[config.mk]
export PLATFORM = sky130hd
export DESIGN_NAME = ncd_core
export DESIGN_NICKNAME = d
export VERILOG_FILES = /design/src/verilog/ncd_pkg.sv /design/src/verilog/ncd_core.sv
export SDC_FILE = /design/constraint.sdc
export NUM_CORES = 1
export LEC_CHECK = 0
export BUFFER_PORTS_ARGS = -buffer_cell sky130_fd_sc_hd__buf_2
export CORE_AREA = 2 2 142 144
export CTS_CLUSTER_SIZE = 40
export DETAILED_ROUTE_END_ITERATION = 16
export DIE_AREA = 0 0 144 146
export RECOVER_POWER = 25
export SYNTH_ARGS = -nofsm -noshare
export SYNTH_HDL_FRONTEND = slang
export SYNTH_SLANG_ARGS = --single-unit
[constraint.sdc]
create_clock -name clk_i -period 4.05 [get_ports clk_i]
set_input_delay 0.6075 -clock clk_i [delete_from_list [all_inputs] [get_ports clk_i]]
set_output_delay 0.6075 -clock clk_i [all_outputs]
set_load 0.005 [all_outputs]
[src/verilog/ncd_pkg.sv]
// Purpose: Shared constants and types of the nibble core datapath
// Assumes: 100 MHz clock, classic Wishbone register access
// Notes: Command word layout is ncd_cmd_s, op field on top
package ncd_pkg;
  // ==========================================================
  // Widths and sizes
  localparam int NCD_PC_W = 12;
  localparam int NCD_RAM_AW = 10;
  localparam int NCD_STK_DEPTH = 4;
  localparam int NCD_STK_W = 13;
  localparam int NCD_CYC_PER_INSN = 4;
  localparam logic [1:0] NCD_LAST_PHASE = 2'(NCD_CYC_PER_INSN - 1);
  localparam logic [2:0] NCD_DEPTH_MAX = 3'(NCD_STK_DEPTH);

  // ==========================================================
  // Register byte offsets
  localparam logic [7:0] NCD_REG_CMD = 8'h00;
  localparam logic [7:0] NCD_REG_NIB = 8'h04;
  localparam logic [7:0] NCD_REG_PC = 8'h08;
  localparam logic [7:0] NCD_REG_PTR = 8'h0C;

  // ==========================================================
  // Fixed addresses and ALU constants
  localparam logic [11:0] NCD_VEC_RESET = 12'h000;
  localparam logic [11:0] NCD_VEC_FIRST = 12'h001;
  localparam logic [11:0] NCD_VEC_LAST = 12'h004;
  localparam logic [9:0] NCD_WINDOW_ADDR = 10'h00F;
  localparam logic [3:0] NCD_BCD_MAX = 4'h9;
  localparam logic [4:0] NCD_BCD_FIX = 5'h06;
  localparam logic [3:0] NCD_BCD_SUBFIX = 4'hA;
  localparam logic [3:0] NCD_ZERO_NIB = 4'h0;
  localparam logic [10:0] NCD_SEQ_STEP = 11'h001;

  // ==========================================================
  // Operations
  typedef enum logic [4:0] {
    NCD_NOP_OP, NCD_ADD_OP, NCD_ADD_CARRY_OP, NCD_SUB_OP, NCD_SUB_CARRY_OP,
    NCD_DECIMAL_ADJUST_ADD_OP, NCD_DECIMAL_ADJUST_SUB_OP,
    NCD_AND_OP, NCD_XOR_OP, NCD_OR_OP, NCD_SHIFT_RIGHT_OP,
    NCD_COND_BRANCH_OP, NCD_DIRECT_JUMP_OP, NCD_TABLE_JUMP_OP, NCD_CALL_OP,
    NCD_INT_ENTRY_OP, NCD_RETURN_WITH_CONSTANT_OP, NCD_RETURN_FROM_INTERRUPT_OP,
    NCD_LOAD_OP, NCD_STORE_OP
  } ncd_op_e;

  // Branch condition selectors, 0 to 3 test a work nibble bit
  localparam logic [2:0] NCD_BRANCH_IF_ACC_ZERO = 3'h4;
  localparam logic [2:0] NCD_BRANCH_IF_ACC_NONZERO = 3'h5;
  localparam logic [2:0] NCD_BRANCH_IF_CARRY = 3'h6;
  localparam logic [2:0] NCD_BRANCH_IF_NO_CARRY = 3'h7;

  // Command word: sel[0] memory destination, sel[1] immediate operand
  typedef struct packed {
    ncd_op_e op;
    logic [2:0] sel;
    logic [3:0] imm;
    logic [11:0] addr;
  } ncd_cmd_s;

  typedef logic [NCD_STK_W-1:0] ncd_stk_entry_t;
endpackage : ncd_pkg
[src/verilog/ncd_core.sv]
// Purpose: Datapath and program control of a 4-bit core, driven by commands
// Assumes: Program ROM and data RAM answer combinationally, held 4 cycles
// Notes: One command runs one instruction cycle of four clocks
//
// Functional notes
// - Twelve-bit counter: page bit plus eleven-bit counter
// - Direct jump also loads the page bit
// - Program address space is 4K words
// - Add and subtract with carry, three operand forms
// - Decimal adjust after addition and after subtraction
// - AND, XOR, OR with register, memory, immediate forms
// - Branch on nibble bits, zero, nonzero, carry states
// - Logical shift right of a nibble
// - Carry saved on call and interrupt, restored selectively
// - Four-bit work nibble carries all data moves
// - Table jump target is upper counter, table, nibble
// - Constant return loads table and work nibbles
// - Pointer parts 3, 3, 4 bits span 1K
// - Window accesses use the ten-bit pointer address
// - Four thirteen-bit entries hold carry plus counter
// - Stack is last-in first-out, restored on returns
// - Fifth nesting silently drops the oldest entry
// - Memory contents kept during low-power modes
// - Instruction cycle is four clock periods
// - Reset and interrupt vectors at fixed low addresses
`timescale 1ns/1ps
module ncd_core import ncd_pkg::*; (
  input wire logic clk_i, // System clock
  input wire logic rst_i, // Synchronous reset, active high
  input wire logic wb_cyc_i, // Bus cycle
  input wire logic wb_stb_i, // Bus strobe
  input wire logic wb_we_i, // Bus write
  input wire logic [7:0] wb_adr_i, // Byte address
  input wire logic [3:0] wb_sel_i, // Byte lanes
  input wire logic [31:0] wb_dat_i, // Write data
  output logic [31:0] wb_dat_o, // Read data
  output logic wb_ack_o, // Bus acknowledge
  input wire logic low_power_i, // Stop or halt mode
  output logic [11:0] rom_addr_o, // Program ROM address
  input wire logic [15:0] rom_data_i, // Program ROM word
  output logic [9:0] ram_addr_o, // Data RAM address
  output logic [3:0] ram_wdata_o, // Data RAM write nibble
  output logic ram_we_o, // Data RAM write strobe
  input wire logic [3:0] ram_rdata_i, // Data RAM read nibble
  output logic busy_o // Instruction in progress
);

  // ==========================================================
  // State
  typedef struct packed {
    logic page_select_bit;
    logic [10:0] ripple_count;
    logic [3:0] work_nibble_register;
    logic [3:0] table_branch_nibble;
    logic carry_flag;
    logic [2:0] pointer_high_part;
    logic [2:0] pointer_mid_part;
    logic [3:0] pointer_low_part;
    ncd_stk_entry_t [NCD_STK_DEPTH-1:0] stk;
    logic [2:0] depth;
    logic busy;
    logic [1:0] phase;
    ncd_cmd_s cmd;
    logic [11:0] rom_addr;
    logic [9:0] ram_addr;
    logic [3:0] ram_wdata;
    logic ram_we;
    logic ack;
    logic [31:0] dat;
  } ncd_state_s;

  ncd_state_s s_q;
  ncd_state_s s_d;

  logic [11:0] pc;
  logic commit;
  logic [9:0] ptr_addr;
  assign pc = {s_q.page_select_bit, s_q.ripple_count};
  assign commit = s_q.busy && (s_q.phase == NCD_LAST_PHASE);
  assign ptr_addr = {s_q.pointer_high_part, s_q.pointer_mid_part, s_q.pointer_low_part};

  // ==========================================================
  // Next state
  always_comb begin
    logic [3:0] x;
    logic [3:0] y;
    logic [4:0] sum;
    logic [3:0] res;
    logic take;
    logic push;
    logic pop;
    logic [NCD_STK_W-1:0] pushval;
    logic [9:0] a;
    logic wr;
    logic req;
    ncd_cmd_s nc;
    x = '0;
    y = '0;
    sum = '0;
    res = '0;
    take = 1'b0;
    push = 1'b0;
    pop = 1'b0;
    pushval = '0;
    a = '0;
    nc = ncd_cmd_s'(wb_dat_i[$bits(ncd_cmd_s)-1:0]);
    req = wb_cyc_i && wb_stb_i;
    wr = req && wb_we_i && s_q.ack && wb_sel_i[0];
    s_d = s_q;
    s_d.ram_we = 1'b0;

    // Bus slave: ack one cycle after the request, dropped next cycle
    s_d.ack = req && !s_q.ack;
    if (req && !s_q.ack) begin
      unique case (wb_adr_i)
        NCD_REG_NIB: s_d.dat = {19'h00000, s_q.depth, s_q.busy, s_q.carry_flag,
                                s_q.table_branch_nibble, s_q.work_nibble_register};
        NCD_REG_PC: s_d.dat = {20'h00000, pc};
        NCD_REG_PTR: s_d.dat = {21'h000000, s_q.pointer_high_part, 1'b0,
                                s_q.pointer_mid_part, s_q.pointer_low_part};
        default: s_d.dat = 32'h00000000;
      endcase
    end

    // Register writes; all refused while an instruction runs
    if (wr && !s_q.busy) begin
      unique case (wb_adr_i)
        NCD_REG_CMD: begin
          if (!low_power_i) begin
            s_d.cmd = nc;
            s_d.busy = 1'b1;
            s_d.phase = '0;
            s_d.rom_addr = pc;
            a = nc.addr[NCD_RAM_AW-1:0];
            s_d.ram_addr = (a == NCD_WINDOW_ADDR) ? ptr_addr : a;
          end
        end
        NCD_REG_NIB: begin
          s_d.work_nibble_register = wb_dat_i[3:0];
          s_d.table_branch_nibble = wb_dat_i[7:4];
          s_d.carry_flag = wb_dat_i[8];
        end
        NCD_REG_PTR: begin
          s_d.pointer_low_part = wb_dat_i[3:0];
          s_d.pointer_mid_part = wb_dat_i[6:4];
          s_d.pointer_high_part = wb_dat_i[10:8];
        end
        default: ;
      endcase
    end

    // Four clocks per instruction, work done on the last
    if (s_q.busy && !commit) begin
      s_d.phase = s_q.phase + 2'h1;
    end
    if (commit) begin
      s_d.busy = 1'b0;
      s_d.ripple_count = s_q.ripple_count + NCD_SEQ_STEP;
      x = s_q.cmd.sel[1] ? ram_rdata_i : s_q.work_nibble_register;
      y = s_q.cmd.sel[1] ? s_q.cmd.imm : ram_rdata_i;
      unique case (s_q.cmd.op)
        NCD_ADD_OP, NCD_ADD_CARRY_OP, NCD_SUB_OP, NCD_SUB_CARRY_OP: begin
          if (s_q.cmd.op == NCD_SUB_OP || s_q.cmd.op == NCD_SUB_CARRY_OP) begin
            y = ~y;
          end
          sum = {1'b0, x} + {1'b0, y};
          if (s_q.cmd.op == NCD_SUB_OP) begin
            sum = sum + 5'h01;
          end else if (s_q.cmd.op != NCD_ADD_OP) begin
            sum = sum + {4'h0, s_q.carry_flag};
          end
          res = sum[3:0];
          s_d.carry_flag = sum[4];
        end
        NCD_DECIMAL_ADJUST_ADD_OP: begin
          res = s_q.work_nibble_register;
          if (s_q.work_nibble_register > NCD_BCD_MAX || s_q.carry_flag) begin
            sum = {1'b0, s_q.work_nibble_register} + NCD_BCD_FIX;
            res = sum[3:0];
            s_d.carry_flag = 1'b1;
          end
        end
        NCD_DECIMAL_ADJUST_SUB_OP: begin
          res = s_q.work_nibble_register;
          if (!s_q.carry_flag) begin
            res = s_q.work_nibble_register + NCD_BCD_SUBFIX;
          end
        end
        NCD_AND_OP: res = x & y;
        NCD_XOR_OP: res = x ^ y;
        NCD_OR_OP: res = x | y;
        NCD_SHIFT_RIGHT_OP: res = {1'b0, x[3:1]};
        NCD_LOAD_OP: res = ram_rdata_i;
        NCD_STORE_OP: res = s_q.work_nibble_register;
        default: res = s_q.work_nibble_register;
      endcase
      // Result goes to memory or to the work nibble
      unique case (s_q.cmd.op)
        NCD_ADD_OP, NCD_ADD_CARRY_OP, NCD_SUB_OP, NCD_SUB_CARRY_OP, NCD_AND_OP,
        NCD_XOR_OP, NCD_OR_OP, NCD_SHIFT_RIGHT_OP: begin
          if (s_q.cmd.sel[0]) begin
            s_d.ram_we = !low_power_i;
            s_d.ram_wdata = res;
          end else begin
            s_d.work_nibble_register = res;
          end
        end
        NCD_STORE_OP: begin
          s_d.ram_we = !low_power_i;
          s_d.ram_wdata = res;
        end
        NCD_DECIMAL_ADJUST_ADD_OP, NCD_DECIMAL_ADJUST_SUB_OP, NCD_LOAD_OP: s_d.work_nibble_register = res;
        default: ;
      endcase
      // Program flow
      unique case (s_q.cmd.op)
        NCD_COND_BRANCH_OP: begin
          unique case (s_q.cmd.sel)
            NCD_BRANCH_IF_ACC_ZERO: take = (s_q.work_nibble_register == NCD_ZERO_NIB);
            NCD_BRANCH_IF_ACC_NONZERO: take = (s_q.work_nibble_register != NCD_ZERO_NIB);
            NCD_BRANCH_IF_CARRY: take = s_q.carry_flag;
            NCD_BRANCH_IF_NO_CARRY: take = !s_q.carry_flag;
            default: take = s_q.work_nibble_register[s_q.cmd.sel[1:0]];
          endcase
          if (take) begin
            s_d.ripple_count = s_q.cmd.addr[10:0];
          end
        end
        NCD_DIRECT_JUMP_OP: {s_d.page_select_bit, s_d.ripple_count} = s_q.cmd.addr;
        NCD_TABLE_JUMP_OP: begin
          s_d.ripple_count = {pc[10:8], s_q.table_branch_nibble, s_q.work_nibble_register};
        end
        NCD_CALL_OP: begin
          push = 1'b1;
          pushval = {s_q.carry_flag, s_q.page_select_bit, s_q.ripple_count + NCD_SEQ_STEP};
          {s_d.page_select_bit, s_d.ripple_count} = s_q.cmd.addr;
        end
        NCD_INT_ENTRY_OP: begin
          push = 1'b1;
          pushval = {s_q.carry_flag, pc};
          {s_d.page_select_bit, s_d.ripple_count} = NCD_VEC_FIRST;
          if (s_q.cmd.addr >= NCD_VEC_FIRST && s_q.cmd.addr <= NCD_VEC_LAST) begin
            {s_d.page_select_bit, s_d.ripple_count} = s_q.cmd.addr;
          end
        end
        NCD_RETURN_WITH_CONSTANT_OP: begin
          pop = 1'b1;
          {s_d.page_select_bit, s_d.ripple_count} = s_q.stk[0][NCD_PC_W-1:0];
          s_d.table_branch_nibble = rom_data_i[7:4];
          s_d.work_nibble_register = rom_data_i[3:0];
        end
        NCD_RETURN_FROM_INTERRUPT_OP: begin
          pop = 1'b1;
          {s_d.carry_flag, s_d.page_select_bit, s_d.ripple_count} = s_q.stk[0];
        end
        default: ;
      endcase
    end

    // Stack shifts one place per push or pop
    if (push) begin
      for (int i = NCD_STK_DEPTH - 1; i > 0; i--) begin
        s_d.stk[i] = s_q.stk[i-1];
      end
      s_d.stk[0] = pushval;
      if (s_q.depth != NCD_DEPTH_MAX) begin
        s_d.depth = s_q.depth + 3'h1;
      end
    end else if (pop) begin
      for (int i = 0; i < NCD_STK_DEPTH - 1; i++) begin
        s_d.stk[i] = s_q.stk[i+1];
      end
      if (s_q.depth != 3'h0) begin
        s_d.depth = s_q.depth - 3'h1;
      end
    end
  end

  // Register the whole state; reset starts at the reset vector
  always_ff @(posedge clk_i) begin
    if (rst_i) begin
      s_q <= '0;
      {s_q.page_select_bit, s_q.ripple_count} <= NCD_VEC_RESET;
    end else begin
      s_q <= s_d;
    end
  end

  // Outputs straight from flip-flops
  assign wb_dat_o = s_q.dat;
  assign wb_ack_o = s_q.ack;
  assign rom_addr_o = s_q.rom_addr;
  assign ram_addr_o = s_q.ram_addr;
  assign ram_wdata_o = s_q.ram_wdata;
  assign ram_we_o = s_q.ram_we;
  assign busy_o = s_q.busy;

  logic start;
  // Phase is zero only in the first busy cycle, so no history is needed
  assign start = s_q.busy && (s_q.phase == 2'h0);
endmodule : ncd_core

==> impl_metrics.env, run 1 <==
export IMPL_ys_warn_count=0
export IMPL_cts_tree="yes"
export IMPL_gp_congestion=0.893
export IMPL_setup_ws_ns=0.460
export IMPL_grt_pass1_wl_mm=38.1
export IMPL_layout_drive_gt1_share=0.143
export IMPL_path_class="reg -> reg"
export IMPL_die_h_um=146
export IMPL_yosysTopAreaCellShare=0.358
export IMPL_r2r_end="s_q[159]"
export IMPL_finalHoldViolations=0
export IMPL_most_common_layout_cells="162 x nand2_1, 154 x dfxtp_1, 102 x a21oi_1, 95 x nor2_1, 66 x buf_2"
export IMPL_nFillCells=1982
export IMPL_max_freq_mhz=279
export IMPL_instances_no_fill=1363
export IMPL_fp_dieW_um=144
export IMPL_n_antenna_cell=0
export IMPL_cp_max_fo=13
export IMPL_start_util=0.446
export IMPL_synth_edf_count=0
export IMPL_yosysSeqAreaShare=0.358
export IMPL_drt_iter0_markers=656
export IMPL_grt_start_max_net_pins=154
export IMPL_slew_headroom=0.0783
export IMPL_synth_area_per_cell_um2=8.08
export IMPL_netlist_area_mm2=0.00862
export IMPL_ant_nets=0
export IMPL_cp_start_kind="register"
export IMPL_cts_root_buf="clkbuf_16"
export IMPL_cts_setup_buffers=0
export IMPL_slew_viol_final=0
export IMPL_dpl_hpwl_mm=16.4
export IMPL_core_mm2=0.0193
export IMPL_leakage_nw=3.33
export IMPL_synth_top_flop_cell="dfxtp_1"
export IMPL_fin_skew_ns=0.0167
export IMPL_via_count=7580
export IMPL_crit_required_ns=4.35
export IMPL_htreeDepth=4
export IMPL_status="finished, final reports clean"
export IMPL_powerDensity_mw_per_mm2=335
export IMPL_fin_area_mm2=0.00944
export IMPL_core_rowCount=51
export IMPL_hold_class="in -> reg"
export IMPL_ff2ff_setup_slack_ns=0.46
export IMPL_grt_overflow=0
export IMPL_final_common_cell="nand2_1"
export IMPL_final_nets=1177
export IMPL_reg2reg_depth=16
export IMPL_ir_drop_v=0.000280
export IMPL_cts_inserted_buffers=17
export IMPL_area_growth_pct=9.60
export IMPL_first_pass_iters=5
export IMPL_cp_data_arrival_time_ns=3.89
export IMPL_cts_resized_gates=0
export IMPL_dpl_instance_area_mm2=0.00891
export IMPL_finalSetupViolations=0
export IMPL_timing_final_crit_share=0.886
export IMPL_drc_errors=0
export IMPL_critPathCaptureType="register"
export IMPL_rsz0062_at_grt="false"
export IMPL_io_buffer_count=92
export IMPL_async_reset_ff_frac=0
export IMPL_path_clk_slew_ns=0.07
export IMPL_synth_cell_types=76
export IMPL_cap_violations=0
export IMPL_io_pins=131
export IMPL_fin_tns_setup_ns=0
export IMPL_worst_slew_pin_slew_ns=1.38
export IMPL_grt_use_total=0.227
export IMPL_grt_pass1_vias=6938
export IMPL_die_area_mm2=0.0210
export IMPL_synthTopCellsByArea="dfxtp_1 36%, nand2_1 7.1%, a21oi_1 5.9%"
export IMPL_yosysTopAreaCell="dfxtp_1"
export IMPL_cts_sinks=154
export IMPL_crit_start="s_q[79]"
export IMPL_ys_ff_latch=154
export IMPL_dp_cells=1331
export IMPL_worstSetupEndpoint="s_q[159]"
export IMPL_via_per_inst=5.56
export IMPL_cts_hold_buf=0
export IMPL_dp_slack_ns=0.444
export IMPL_wirelength_mm=23.6
export IMPL_syn_instance_count=1067
export IMPL_max_clock_path_buffers=2
export IMPL_worstReg2RegStart="s_q[79]"
export IMPL_clkLatencyLatePin_ns=0.43
export IMPL_antenna_found_initial=0
export IMPL_fin_crit_ns=3.59
export IMPL_avgRoutedWirePerCell_um=17.3
[through the flow]
| step | utilization | power (mW) | hold slack [ns] |
|---|---|---|---|
| after CTS | 0.490 | 3.19 | 0.391 |
| after global placement | 0.461 | 1.66 | 0.439 |
| after global routing | 0.488 | 3.28 | 0.405 |
| after floorplan | - | 1.62 | 0.432 |
| after detailed placement | 0.461 | 1.66 | 0.445 |
| final | 0.488 | 3.17 | 0.399 |
[final cells by class]
| cell class | count | area (um^2) | share of cell area |
|---|---|---|---|
| Clock buffer | 18 | 429 | 0.0454 |
| Timing Repair Buffer | 118 | 639 | 0.0677 |
| Multi-Input combinational cell | 770 | 4730 | 0.501 |
| Inverter | 24 | 90.1 | 0.00954 |
| Clock inverter | 14 | 139 | 0.0147 |
| Sequential cell | 154 | 3080 | 0.326 |
| Tap cell | 265 | 332 | 0.0351 |
[logic make-up after synthesis]
logic type	after synthesis	synth area share
AOI/OAI and AO/OA	273	0.215
xor gates and xnor gates	27	0.0274
adders and majority gates	22	0.0337
buffers and inverters	161	0.102
DFF	154	0.358
muxes	54	0.0646
other	1	0.000435
and+or+nand+nor	375	0.199
[cell usage after synthesis (all sizes together), types with 3 or more instances]
cell and count:
nand3b 4, mux2i 41, or3 5, nand2b 8, ha 20, o21ai 18
or4 5, nor3 29, nor4 5, nand2 162, dfxtp 154, nor2b 10
xnor2 21, o31ai 3, mux2 13, o21a 5, a21oi 102, nor2 99
o211ai 4, nor3b 5, nand4 3, a2111oi 3, nand3 20, a221oi 21
a211oi 31, o22ai 3, clkbuf 56, inv 24, buf 81, and3 6
a221o 7, a32oi 3, xor2 6, and2 4, a22oi 44, a31oi 4
o32ai 3
[where the power goes]
group          switching (mW)  internal, mW
logic                  0.0746        0.0358
clock network           0.681         0.860
registers            0.000220          1.51
[metal layers]
metal,global-route usage,wire [um]
met5,0,0
met2,0.327,10100
met1,0.344,11800
met3,0.0474,1340
met4,0.0539,375
[state kept, by name (all words and copies together), names as in the netlist, 4 cells and up]
| register | flops |
|---|---|
| pc | 12 |
| ram_wdata_o | 4 |
| rom_addr_o | 12 |
| s_q | 90 |
| ptr_addr | 10 |
| ram_addr_o | 10 |
| wb_dat_o | 13 |
[worst min-delay path by stage]
stage / startpoint / to / slack [ns] / cells past startpoint
after global routing: rom_data_i[2] / s_q[159] / 0.40 / 3
after detailed placement: rom_addr_o[3] / rom_addr_o[3] / 0.44 / 2
final: rom_data_i[2] / s_q[159] / 0.40 / 3
after floorplan: ram_addr_o[3] / ram_addr_o[3] / 0.43 / 2
after global placement: ram_addr_o[3] / ram_addr_o[3] / 0.44 / 2
after CTS: rom_data_i[2] / s_q[159] / 0.39 / 3
[critical path, stage by stage, from the launching register on]
cell and delay, ns:
dfxtp_1 0.67, nand2_1 0.14, nor2_1 0.11, a21oi_1 0.05, nor3_1 0.15, buf_4 0.18, xnor2_1 0.12, ha_1 0.18
inv_1 0.05, fa_1 0.52, inv_1 0.07, ha_1 0.20, a32oi_1 0.29, xnor2_1 0.16, nor2_1 0.05, a211oi_1 0.35
o221ai_1 0.18
Power figures use the tool's default switching activity.
==> inputs of run 2 (changes only) <==
Settings changed: MAX_ROUTING_LAYER set to met4.
Clock period 4.05 ns to 3.5 ns, I/O delays scaled along.
==> impl_metrics.env, run 2 (same netlist as run 1, synthesis figures left out) <==
export IMPL_antenna_found_initial=0
export IMPL_final_nets=1181
export IMPL_cp_max_fo=4
export IMPL_cp_data_arrival_time_ns=3.58
export IMPL_start_util=0.446
export IMPL_crit_required_ns=3.80
export IMPL_grt_use_total=0.233
export IMPL_finalHoldViolations=0
export IMPL_area_growth_pct=10.5
export IMPL_holdWs_ns=0.327
export IMPL_top_register="s_q"
export IMPL_drc_errors=0
export IMPL_hold_class="in -> reg"
export IMPL_setup_ws_ns=0.221
export IMPL_holdPathStages=3
export IMPL_wirelength_mm=23.8
export IMPL_leakage_nw=3.37
export IMPL_avgRoutedWirePerCell_um=17.4
export IMPL_core_rowCount=51
export IMPL_max_clock_path_buffers=2
export IMPL_path_clk_slew_ns=0.07
export IMPL_timing_final_crit_share=0.937
export IMPL_worst_slew_pin_slew_ns=0.784
export IMPL_dp_slack_ns=0.173
export IMPL_min_from="rom_data_i[2]"
export IMPL_cts_root_buf="clkbuf_16"
export IMPL_final_common_cell="nand2_1"
export IMPL_most_common_layout_cells="162 x nand2_1, 154 x dfxtp_1, 102 x a21oi_1, 95 x nor2_1, 65 x buf_2"
export IMPL_status="finished, final reports clean"
export IMPL_drt_iter0_markers=595
export IMPL_via_count=7593
export IMPL_cts_sinks=154
export IMPL_via_per_inst=5.55
export IMPL_grt_overflow=0
export IMPL_rsz0062_at_grt="false"
export IMPL_cap_violations=0
export IMPL_cts_resized_gates=0
export IMPL_ir_drop_v=0.000298
export IMPL_critPathCaptureType="register"
export IMPL_io_pins=131
export IMPL_path_class="reg -> reg"
export IMPL_clkLatencyLatePin_ns=0.43
export IMPL_cts_tree="yes"
export IMPL_slew_viol_final=0
export IMPL_finalSetupViolations=0
export IMPL_largest_reg_flops=90
export IMPL_grt_pass1_vias=6857
export IMPL_core_mm2=0.0193
export IMPL_grt_start_max_net_pins=145
export IMPL_dpl_hpwl_mm=16.9
export IMPL_n_antenna_cell=0
export IMPL_reg2reg_depth=16
export IMPL_layout_drive_gt1_share=0.148
export IMPL_htreeDepth=4
export IMPL_fin_skew_ns=0.00977
export IMPL_io_buffer_count=92
export IMPL_powerDensity_mw_per_mm2=391
export IMPL_die_h_um=146
export IMPL_cts_inserted_buffers=17
export IMPL_grt_pass1_wl_mm=37.7
export IMPL_cp_start_kind="register"
export IMPL_max_freq_mhz=305
export IMPL_worstReg2RegStart="s_q[80]"
export IMPL_fin_tns_setup_ns=0
export IMPL_gp_congestion=0.918
export IMPL_crit_start="s_q[80]"
export IMPL_fin_crit_ns=3.28
export IMPL_cts_hold_buf=0
export IMPL_ant_nets=0
export IMPL_fp_dieW_um=144
export IMPL_slew_headroom=0.475
export IMPL_cts_setup_buffers=0
export IMPL_die_area_mm2=0.0210
export IMPL_first_pass_iters=6
==> run 2: final timing paths <==
check,end,slack (ns)
max,s_q[159],0.22
min,s_q[159],0.33
max reg2reg,s_q[159],0.22
min reg2reg,rom_addr_o[3],0.45
==> run 2: per-layer routing <==
layer | track usage | vias up | routed length, um
met1 | 0.343 | 3604 | 11900
li1 | - | 3757 | -
met5 | - | - | 0
met3 | 0.0346 | 28 | 1170
met2 | 0.327 | 204 | 10300
met4 | 0.0696 | 0 | 403
==> run 2: worst max-delay path, cell delays in order (launching register included) <==
cell and delay (ns):
dfxtp_1 0.42, nand2_1 0.11, nor2_1 0.10, a21oi_1 0.05, nor3_1 0.13, buf_4 0.17
xnor2_1 0.12, ha_1 0.19, inv_1 0.06, fa_1 0.55, inv_1 0.08, ha_1 0.20
a32oi_1 0.29, xnor2_1 0.16, nor2_1 0.06, a211oi_2 0.30, o221ai_1 0.16
==> run 2: cell type report <==
type | instances | area (um^2)
Tap cell | 265 | 332
Clock buffer | 17 | 425
Timing Repair Buffer | 122 | 681
Sequential cell | 154 | 3080
Fill cell | 1965 | 9810
Multi-Input combinational cell | 770 | 4740
Inverter | 24 | 90.1
Clock inverter | 15 | 170
==> run 2: stage by stage <==
step	cells	instance area [um^2]	utilization	power [mW]
CTS	1367	9550	0.494	3.75
detailed placement	1335	8950	0.463	1.92
floorplan	1085	8680	-	1.87
global placement	1335	8950	0.463	1.92
finish	1367	9520	0.493	3.72
global route	1367	9520	0.493	3.85
==> run 2: report_power, final <==
group	switching, mW	total [mW]	internal [mW]
clock network	0.877	1.84	0.964
logic	0.0872	0.129	0.0415
registers	0.000284	1.75	1.75
total	0.964	3.72	2.76
==> inputs of run 3 (changes only) <==
Settings changed: MAX_ROUTING_LAYER met4 to unset, SLEW_MARGIN set to 20.
==> impl_metrics.env, run 3 (same netlist as run 1, synthesis figures left out) <==
export IMPL_clkLatencyLatePin_ns=0.43
export IMPL_core_mm2=0.0193
export IMPL_die_h_um=146
export IMPL_gp_congestion=0.888
export IMPL_cts_tree="yes"
export IMPL_cts_hold_buf=0
export IMPL_cp_start_kind="register"
export IMPL_powerDensity_mw_per_mm2=393
export IMPL_final_nets=1182
export IMPL_path_clk_slew_ns=0.07
export IMPL_fin_crit_ns=3.23
export IMPL_cts_root_buf="clkbuf_16"
export IMPL_setup_ws_ns=0.271
export IMPL_holdPathStages=3
export IMPL_dpl_instance_area_mm2=0.00896
export IMPL_holdPathEnd="s_q[159]"
export IMPL_via_count=7612
export IMPL_fin_area_mm2=0.00952
export IMPL_first_pass_iters=5
export IMPL_max_freq_mhz=310
export IMPL_fp_dieW_um=144
export IMPL_p_clk_frac=0.498
export IMPL_rsz0062_at_grt="false"
export IMPL_finalPower_mw=3.74
export IMPL_most_common_layout_cells="162 x nand2_1, 154 x dfxtp_1, 102 x a21oi_1, 95 x nor2_1, 67 x buf_2"
export IMPL_area_growth_pct=10.5
export IMPL_r2r_end="s_q[159]"
export IMPL_via_per_inst=5.56
export IMPL_slew_headroom=-0.00625
export IMPL_htreeDepth=4
export IMPL_max_clock_path_buffers=2
export IMPL_antenna_found_initial=0
export IMPL_p_int_mw=2.83
export IMPL_finalSetupViolations=0
export IMPL_cts_resized_gates=0
export IMPL_slew_viol_final=10
export IMPL_grt_use_total=0.228
export IMPL_worstReg2RegStart="s_q[80]"
export IMPL_drc_errors=0
export IMPL_switchingPower_mw=0.916
export IMPL_holdWs_ns=0.314
export IMPL_status="finished, violations left"
export IMPL_fin_skew_ns=0.0121
export IMPL_instances_no_fill=1368
export IMPL_ff2ff_setup_slack_ns=0.27
export IMPL_seq_power_share=0.468
export IMPL_fin_tns_setup_ns=0
export IMPL_cts_sinks=154
export IMPL_worst_slew_pin_slew_ns=1.51
export IMPL_wirelength_mm=24.1
export IMPL_timing_final_crit_share=0.923
export IMPL_swShare=0.245
export IMPL_io_buffer_count=92
export IMPL_min_from="rom_data_i[2]"
export IMPL_leakage_nw=3.39
export IMPL_hold_class="in -> reg"
export IMPL_avgRoutedWirePerCell_um=17.6
export IMPL_cap_violations=1
export IMPL_utilization=0.493
export IMPL_grt_pass1_wl_mm=38.4
export IMPL_n_antenna_cell=0
export IMPL_finalHoldViolations=0
export IMPL_cp_max_fo=4
export IMPL_dpl_hpwl_mm=16.8
export IMPL_die_area_mm2=0.0210
export IMPL_ir_drop_v=0.000337
export IMPL_cp_data_arrival_time_ns=3.53
export IMPL_dp_cells=1336
export IMPL_start_util=0.446
export IMPL_core_rowCount=51
export IMPL_grt_overflow=0
export IMPL_critPathCaptureType="register"
export IMPL_violations="max-capacitance violations, max-slew violations"
export IMPL_path_class="reg -> reg"
export IMPL_drt_iter0_markers=643
export IMPL_top_register="s_q"
export IMPL_reg2reg_depth=16
export IMPL_cts_setup_buffers=0
export IMPL_p_comb_frac=0.034
export IMPL_ant_nets=0
export IMPL_cts_inserted_buffers=17
export IMPL_final_common_cell="nand2_1"
export IMPL_largest_reg_flops=90
export IMPL_dp_slack_ns=0.169
export IMPL_grt_start_max_net_pins=148
export IMPL_layout_drive_gt1_share=0.149
export IMPL_io_pins=131
export IMPL_crit_required_ns=3.80
export IMPL_grt_pass1_vias=7151
==> run 3: changes by cell type in the layout (fill, tap and decap cells not counted), sizes merged <==
| cell | delta |
|---|---|
| bufinv | +1 |
| clkinv | +1 |
| clkbuf | -1 |
| buf | +3 |
| clkinvlp | -1 |
| inv | -2 |
==> run 3: metal layers <==
layer  track usage  vias to the layer above  wire, um
met4        0.0809                        0       495
li1              -                     3761         -
met2         0.335                      216     10300
met3        0.0378                       33      1320
met1         0.335                     3602     12000
met5             0                        -         0
==> run 3: worst max-delay path, stage by stage (launching register included) <==
cell and delay, ns:
dfxtp_1 0.40, nand2_1 0.10, nor2_1 0.09, a21oi_1 0.05
nor3_1 0.15, buf_4 0.18, xnor2_1 0.12, ha_1 0.18
inv_1 0.05, fa_1 0.54, inv_1 0.08, ha_1 0.20
a32oi_1 0.29, xnor2_1 0.16, nor2_1 0.06, a211oi_2 0.30
o221ai_1 0.17
==> run 3: worst max path at each step <==
stage | start | to | depth (start not counted)
after floorplan | s_q[80] | s_q[159] | 16
after global placement | ram_rdata_i[0] | s_q[159] | 13
after detailed placement | ram_rdata_i[0] | s_q[159] | 13
after CTS | s_q[80] | s_q[159] | 16
after global routing | s_q[80] | s_q[159] | 16
final | s_q[80] | s_q[159] | 16
==> run 3: cell type report <==
| cell class | count | area, um^2 |
|---|---|---|
| sequential | 154 | 3080 |
| multi-input combinational | 770 | 4730 |
| tap | 265 | 332 |
| clock inverter | 14 | 158 |
| timing repair buffer | 123 | 691 |
| fill | 1952 | 9810 |
| inverter | 24 | 90.1 |
| clock buffer | 18 | 439 |
==> run 3: power groups by stage <==
stage                     combinational [mW]  sequential, mW  clock (mW)
after CTS                              0.126            1.75        1.89
after global placement                 0.126            1.79           0
after floorplan                       0.0810            1.79           0
after detailed placement               0.126            1.79           0
final                                  0.127            1.75        1.86
after global routing                   0.141            1.75        1.96
